File: config.mk
export PLATFORM = sky130hd
export DESIGN_NAME = pcd_dev_end_flat
export DESIGN_NICKNAME = d
export VERILOG_FILES = /design/src/inc/pcd_pkg.sv /design/src/inc/pcd_link_if.sv /design/src/pcd_dev_end.sv /design/src/flat_wrapper.sv
export SDC_FILE = /design/constraint.sdc
export NUM_CORES = 1
export LEC_CHECK = 0
export ABC_CLOCK_PERIOD_IN_PS = 4700
export BUFFER_PORTS_ARGS = -buffer_cell sky130_fd_sc_hd__buf_2
export CAP_MARGIN = 20
export CORE_ASPECT_RATIO = 1.1
export CORE_MARGIN = 2
export CORE_UTILIZATION = 55
export CTS_BUF_LIST = sky130_fd_sc_hd__clkbuf_8 sky130_fd_sc_hd__clkbuf_16
export DETAILED_ROUTE_END_ITERATION = 6
export PLACE_DENSITY = 0.86
export SYNTH_ARGS = -nofsm -noshare
export SYNTH_HDL_FRONTEND = slang
export SYNTH_SLANG_ARGS = --single-unit
File: constraint.sdc
create_clock -name ref_clk -period 4.7 [get_ports ref_clk]
set_input_delay 0.47 -clock ref_clk [delete_from_list [all_inputs] [get_ports ref_clk]]
set_output_delay 0.47 -clock ref_clk [all_outputs]
set_load 0.01 [all_outputs]
File: src/inc/pcd_pkg.sv
package pcd_pkg;
   // command forms
   localparam logic [1:0] FORM_PULSE_DIR  = 2'h0;
   localparam logic [1:0] FORM_FWD_REV    = 2'h1;
   localparam logic [1:0] FORM_QUAD       = 2'h2;
   localparam int         CLK_HZ          = 25000000;
   // rate limits in hertz
   localparam int         PULSE_MAX_HZ    = 500000;
   localparam int         QUAD_MAX_HZ     = 300000;
   localparam int         OC_MAX_HZ       = 200000;
   // shortest half period, or quarter period for quadrature, at the limit, in cycles, rounded down
   localparam int         PULSE_HALF_CYC  = CLK_HZ / (2 * PULSE_MAX_HZ);
   localparam int         QUAD_QTR_CYC    = CLK_HZ / (4 * QUAD_MAX_HZ);
   localparam int         OC_HALF_CYC     = CLK_HZ / (2 * OC_MAX_HZ);
   localparam int         CNT_W           = 32;
endpackage

File: src/inc/pcd_link_if.sv
`timescale 1ns/10ps
`default_nettype none
interface pcd_link_if;
   logic pulse_line;
   logic sign_line;
   modport device (input pulse_line, input sign_line);
   modport ctrl   (output pulse_line, output sign_line);
endinterface
`default_nettype wire

File: src/pcd_dev_end.sv
`timescale 1ns/10ps
`default_nettype none
// Functional notes
// [RL1] form 0 pulse-dir, 1 fwd/rev, 2 quadrature
// [RL2] invert swaps forward and reverse
// [RL3] pulse-dir counts up to 500 kHz
// [RL4] fwd/rev trains count up to 500 kHz
// [RL5] quadrature decodes up to 300 kHz
// [RL6] differential controller may reach 500 kHz
// [RL7] open-collector controller limited to 200 kHz
// [RL8] rs485/can pair chosen by jumper
// [RL9] output active only while optocoupler conducts
// [RL10] quadrature direction from leading phase, skip illegal
module pcd_dev_end
   import pcd_pkg::*;
#(
   parameter logic [1:0] FORM   = FORM_PULSE_DIR,
   parameter logic       INVERT = 1'b0
) (
   input  wire logic             ref_clk,
   input  wire logic             srst,
   pcd_link_if.device            link,
   input  wire logic             out_cmd,
   output logic                  out_opto_on,
   output logic                  step_pulse,
   output logic                  step_fwd,
   output logic                  bad_edge,
   output logic signed [CNT_W-1:0] position
);
   import pcd_pkg::*;

   // number of command lines sampled from the link: pulse is bit 0, sign bit 1
   localparam int LINES = 2;

   // one-hot picture of the line pair; an illegal jump shows as the opposite code
   typedef enum logic [3:0] {
      PH_LL = 4'h1,
      PH_HL = 4'h2,
      PH_HH = 4'h4,
      PH_LH = 4'h8
   } pcd_phase_type;

   logic        [LINES-1:0] line_pin;
   logic        [LINES-1:0] s1_reg;
   logic        [LINES-1:0] s2_reg;
   logic        [LINES-1:0] prev_reg;
   pcd_phase_type           ph_now;
   pcd_phase_type           ph_prev;
   logic                    hit;
   logic                    fwd_raw;
   logic                    bad;
   logic                    fwd_sense;
   logic signed [CNT_W-1:0] position_next;

   // rising edge of one line between two samples
   function automatic logic rise_of(
      input logic now_lvl,
      input logic old_lvl
   );
      return now_lvl & ~old_lvl;
   endfunction

   // map the sampled pair {sign, pulse} onto a phase code
   function automatic pcd_phase_type phase_of(
      input logic [1:0] lines
   );
      pcd_phase_type ph;
      ph = PH_LL;
      unique case (lines)
         2'h0: ph = PH_LL;
         2'h1: ph = PH_HL;
         2'h3: ph = PH_HH;
         2'h2: ph = PH_LH;
      endcase
      return ph;
   endfunction

   // forward means the pulse line leads: LL, HL, HH, LH and round again
   function automatic logic quad_fwd(
      input pcd_phase_type from_ph,
      input pcd_phase_type to_ph
   );
      logic fwd;
      fwd = 1'b0;
      unique case (from_ph)
         PH_LL: fwd = (to_ph == PH_HL);
         PH_HL: fwd = (to_ph == PH_HH);
         PH_HH: fwd = (to_ph == PH_LH);
         PH_LH: fwd = (to_ph == PH_LL);
      endcase
      return fwd;
   endfunction

   // both lines moved in one sample: direction is unknowable, so no step
   function automatic logic quad_jump(
      input logic [1:0] now_lvl,
      input logic [1:0] old_lvl
   );
      return (now_lvl ^ old_lvl) == 2'h3;
   endfunction

   // next count for one step; wraps silently at the ends of the range
   function automatic logic signed [CNT_W-1:0] step_pos(
      input logic signed [CNT_W-1:0] pos,
      input logic                    fwd
   );
      return fwd ? pos + CNT_W'(1) : pos - CNT_W'(1);
   endfunction

   assign line_pin = {link.sign_line, link.pulse_line};

   // two flops per line; only the second one is read by the decoder
   for (genvar i = 0; i < LINES; i++) begin : gen_sync
      always_ff @(posedge ref_clk) begin
         if (srst) begin
            s1_reg[i] <= 1'b0;
            s2_reg[i] <= 1'b0;
         end else begin
            s1_reg[i] <= line_pin[i];
            s2_reg[i] <= s1_reg[i];
         end
      end
   end

   // previous settled sample; resets to the idle level so no false edge follows
   always_ff @(posedge ref_clk) begin
      if (srst) begin
         prev_reg <= 2'h0;
      end else begin
         prev_reg <= s2_reg;
      end
   end

   assign ph_now  = phase_of(s2_reg);
   assign ph_prev = phase_of(prev_reg);

   // hit marks one counted step in this cycle, fwd_raw its sense before inversion
   always_comb begin
      hit     = 1'b0;
      fwd_raw = 1'b0;
      bad     = 1'b0;
      unique case (FORM)  // RL1
         FORM_PULSE_DIR: begin
            hit     = rise_of(s2_reg[0], prev_reg[0]);  // RL3
            fwd_raw = ~s2_reg[1];
         end
         FORM_FWD_REV: begin
            // rises on both trains in one cycle cancel instead of double counting
            hit     = rise_of(s2_reg[0], prev_reg[0]) ^ rise_of(s2_reg[1], prev_reg[1]);  // RL4
            fwd_raw = rise_of(s2_reg[0], prev_reg[0]);
         end
         default: begin
            bad     = quad_jump(s2_reg, prev_reg);  // RL10
            hit     = (ph_now != ph_prev) && !bad;  // RL5
            fwd_raw = quad_fwd(ph_prev, ph_now);  // RL10
         end
      endcase
   end

   assign fwd_sense = fwd_raw ^ INVERT;  // RL2

   always_comb begin
      position_next = position;
      if (hit) begin
         position_next = step_pos(position, fwd_sense);  // RL1
      end
   end

   always_ff @(posedge ref_clk) begin
      if (srst) begin
         step_pulse <= 1'b0;
      end else begin
         step_pulse <= hit;
      end
   end

   always_ff @(posedge ref_clk) begin
      if (srst) begin
         step_fwd <= 1'b0;
      end else begin
         step_fwd <= fwd_sense;  // RL2
      end
   end

   always_ff @(posedge ref_clk) begin
      if (srst) begin
         bad_edge <= 1'b0;
      end else begin
         bad_edge <= bad;  // RL10
      end
   end

   always_ff @(posedge ref_clk) begin
      if (srst) begin
         position <= '0;
      end else begin
         position <= position_next;
      end
   end

   // conducting means asserted, so reset leaves the output dark
   // the serial pair choice is a board jumper and has no logic here
   always_ff @(posedge ref_clk) begin
      if (srst) begin
         out_opto_on <= 1'b0;
      end else begin
         out_opto_on <= out_cmd;  // RL9 RL8
      end
   end

endmodule
`default_nettype wire
File: src/flat_wrapper.sv
// flat-port wrapper written by rule: the top's interface ports become plain ports
module pcd_dev_end_flat import pcd_pkg::*;
#(
   parameter logic [1:0] FORM   = FORM_PULSE_DIR,
   parameter logic       INVERT = 1'b0
)
  (ref_clk, srst, out_cmd, out_opto_on, step_pulse, step_fwd, bad_edge, position, link_pulse_line, link_sign_line);
  pcd_link_if link_i ();
  input  wire logic ref_clk;
  input  wire logic srst;
  input  wire logic out_cmd;
  output logic out_opto_on;
  output logic step_pulse;
  output logic step_fwd;
  output logic bad_edge;
  output logic signed [CNT_W-1:0] position;
  input wire logic [$bits(link_i.pulse_line)-1:0] link_pulse_line;
  input wire logic [$bits(link_i.sign_line)-1:0] link_sign_line;
  assign link_i.pulse_line = link_pulse_line;
  assign link_i.sign_line = link_sign_line;
  pcd_dev_end #(.FORM(FORM), .INVERT(INVERT)) u_core (.ref_clk(ref_clk), .srst(srst), .link(link_i), .out_cmd(out_cmd), .out_opto_on(out_opto_on), .step_pulse(step_pulse), .step_fwd(step_fwd), .bad_edge(bad_edge), .position(position));
endmodule
* Yosys cells after proc, flatten, opt, wreduce, memory -nomap -nowiden *
Index checks and enable logic that the tools add are counted.

word-level totals
  register bits = 40
  latch bits = 0
  bits in writable memories = 0
  ROM bits = 0
  output and inout port bits = 36
  memories = 0

operators by class
  add/sub/neg operators = 2
  multipliers = 0
  div/mod/pow operators = 0
  magnitude comparators = 0
  equality and inequality tests = 0
  shift-type cells = 0
  multiplexer cells = 1
  bitwise logic cells = 3
  reduce and logical (&&, ||, !) cells = 0

operators by type and width
  cell                     number
  $add A32 B2 Y32 const B  1
  $mux W32                 1
  $sub A32 B2 Y32 const B  1
  $not A1 Y1               2
  $and A1 B1 Y1            1

* Logic depth before layout (Yosys ltp) *
  depth in word-level cells = 2
  gate-level depth with buffers = 9

* Least setup slack after synthesis *
No wires, ideal clock.

  path kind = register to register
  start = register u_core.s2_reg[1]
  end = register u_core.position[24]
  library setup time = 117 ps
  arrival = 2861 ps
  slack = 1722 ps
  stages on the path, launching flop included = 10
  buffers on the path = 1
  clock period less this slack = 2978 ps
  cells stage by stage = dfxtp_1 ha_1 buf_2 and4_4 a21o_1 o221a_1 a21oi_2 a211oi_1 or4_1 a32o_1

between the ends
  longest elaborated chain between the ends = 1

ends and longest elaborated chain
  what                               RTL line            source
  from (decl)                        pcd_dev_end.sv:45   logic [LINES-1:0] s2_reg;
  from (signal, indexed assignment)  pcd_dev_end.sv:120  s2_reg[i] <= s1_reg[i];
  $mux W32                           pcd_dev_end.sv:107  return fwd ? pos + CNT_W'(1) : pos - CNT_W'(1);
  to (signal assigned)               pcd_dev_end.sv:197  position <= position_next;
  to (decl)                          pcd_dev_end.sv:28   output logic signed [CNT_W-1:0] position

No other way between the ends.
A chain may end at the register's enable or synchronous reset.

* Worst setup path after layout *
  start = register u_core.s2_reg[1]
  end = register u_core.position[31]

The elaborated chain is that of the path after synthesis.

==> impl_metrics.tcl <==
set metrics [dict create \
    status "finished clean" \
    ant_nets 0 \
    timing.final.crit_share 0.687 \
    num_antenna_cells 0 \
    synth_warnings 0 \
    multiInputGateArea_mm2 0.00219 \
    worst_slew_pin_slew_ns 0.702 \
    finalNonFillerCells 507 \
    cp_top_family "compound AO/OA/AOI/OAI gates" \
    drive_gt1_frac 0.150 \
    max_freq_ghz 0.310 \
    largest_reg_flops 32 \
    p_per_area_mw_per_mm2 196 \
    clockRootBuffer "clkbuf_8" \
    grt_antenna_before_repair 0 \
    dieArea_mm2 0.00630 \
    fin_crit_ns 3.23 \
    cp.depth 9 \
    placed_cells 499 \
    postCtsSetupBuffers 0 \
    grt_start_max_net_pins 31 \
    slew_headroom 0.531 \
    viasPerCell 6.05 \
    hold_depth 2 \
    max_stage_delay_ns 0.78 \
    grt_usage 0.258 \
    yosys.area.top_type "dfxtp_1" \
    p_comb_frac 0.142 \
    power_switching_share 0.285 \
    ys_top_cells_by_area "dfxtp_1, ha_1, a21oi_1" \
    clk_pin_slew_ns 0.08 \
    critPathLaunchType "flop" \
    fillers 477 \
    finalNetCount 468 \
    final_cell_mix "a21oi_1, nand2_1, dfxtp_1" \
    maxCapViolations 0 \
    vdd_drop_max_mv 0.130 \
    seq_power_share 0.524 \
    synth_cells 400 \
    p_leak_nw 1.54 \
    setup-violations-final 0 \
    fp.dieW_um 75.9 \
    setup.worst_path.end_class "flop" \
    cp.required_ns 4.89 \
    critPathMaxFanout 19 \
    rows 28 \
    power.share.clock 0.334 \
    grt_pass1_wl_um 12900 \
    core_mm2 0.00543 \
    area_growth_pct 10.3 \
    maxSlewViolCount 0 \
    cts_buffer_depth 2 \
    power_switching_mw 0.193 \
    cts_buffers 5 \
    worstPathCellList "buf_4 > ha_1 > a21oi_1 > o21ai_0 > o31ai_1 > a31oi_1 > nand4b_1 > o211ai_1 > mux2_1" \
    synth_ff_type "dfxtp_1" \
    regArea_um2 801 \
    finalClockSkew_ns 0.00849 \
    start_util 0.575 \
    vias 3067 \
    dp_hpwl_um 5870 \
    die_h_um 83.0 \
    critical_path.slowest_cell "dfxtp_1" \
    hold_violations 0 \
    wl_per_cell_um 15.5 \
    drt_pass1_iterations 5 \
    ioPinCount 41 \
    reg2reg_slack_ns 1.47 \
    grt_overflow_total 0 \
    syn_area_per_cell_um2 7.81 \
    grt_pass1_vias 2858 \
    insertion_delay_ns 0.30 \
    drc_errors 0 \
    finalSetupTns_ns 0 \
    synth_area_mm2 0.00312 \
    gp_congestion 0.955 \
    synth_nets 436 \
    final_common_cell "a21oi_1" \
    r2r_cells 9 \
    drt-total-wl_um 7860 \
    cts_sinks 40 \
    p_int_mw 0.484 \
    path_class "flop to flop" \
    port_buffers 39 \
    htreeDepth 2 \
    place_ws_ns 1.55 \
    crit_buf_inv 1 \
    holdCritPathClass "input port to flop" \
    fin_ws_ns 1.47 \
    cts_tree "yes" \
    synth_edf_count 0 \
    grt_setup_unrepaired "false" \
    seq_area_frac_synth 0.256 \
    synth_top_area_share 0.256 \
    ys_seq_elements 40 \
    drt_iter0_markers 188 \
    ys_async_sr_fraction 0 \
    crit_arrival_ns 3.42 \
    post_cts_resize_count 0 \
    ys_types 64 \
    postCtsHoldBufs 0 \
]
through the flow:
| step | utilization | hold slack (ns) | power (mW) | instance area (um^2) |
|---|---|---|---|---|
| floorplan | - | 0.414 | 0.432 | 3120 |
| global placement | 0.618 | 0.421 | 0.454 | 3350 |
| detailed placement | 0.618 | 0.453 | 0.457 | 3350 |
| CTS | 0.633 | 0.369 | 0.682 | 3440 |
| global route | 0.635 | 0.362 | 0.707 | 3450 |
| finish | 0.635 | 0.383 | 0.677 | 3450 |
power by group through the flow:
| stage | clock network (mW) | registers (mW) | logic [mW] |
|---|---|---|---|
| global route | 0.245 | 0.356 | 0.106 |
| detailed placement | 0 | 0.363 | 0.0937 |
| finish | 0.226 | 0.355 | 0.0962 |
| global placement | 0 | 0.362 | 0.0911 |
| floorplan | 0 | 0.366 | 0.0663 |
| CTS | 0.233 | 0.355 | 0.0942 |
final timing paths:
path	endpoint	start
worst max-delay path	u_core.position[31]	u_core.s2_reg[1]
worst min-delay path	u_core.s1_reg[1]	link_sign_line
worst max register to register	u_core.position[31]	u_core.s2_reg[1]
worst min register to register	u_core.s2_reg[0]	u_core.s1_reg[0]
synthesized netlist by cell type (all sizes together), types with 4 or more instances:
library cell	instances
a211oi	9
a21o	10
a21oi	54
buf	4
clkbuf	14
dfxtp	40
ha	30
inv	10
nand2	49
nand3	13
nand3b	4
nand4	4
nor2	23
nor2b	9
nor3	11
nor3b	4
o211ai	6
o21ai	27
or3	5
xnor2	14
xor2	6
kinds of logic (layout without fill, tap and decap cells):
logic type	count (synthesis)	after routing	synth area share
flip-flops	40	40	0.256
multiplexers	3	3	0.0100
adder cells (fa/ha/maj)	31	31	0.127
other	1	1	0.00120
buffers and inverters	30	62	0.0416
AO/OA/AOI/OAI	138	138	0.286
AND/OR/NAND/NOR	137	137	0.222
XOR/XNOR	20	20	0.0561
cell type report:
type | instances | area share
clock buffers | 5 | 0.0200
well taps | 75 | 0.0272
multi-input cells | 330 | 0.636
repair buffers | 44 | 0.0686
clock inverters | 2 | 0.00363
inverters | 11 | 0.0120
flip-flops and latches | 40 | 0.232
per-layer routing:
metal,part of all wire,global-route usage,vias to the layer above,routed length [um]
li1,-,-,1536,-
met1,0.43,0.309,1448,3410
met2,0.51,0.439,68,3990
met3,0.038,0.0400,15,302
met4,0.020,0.113,0,155
met5,0,0,-,0
Note: power is estimated with default switching activity, not from simulation.
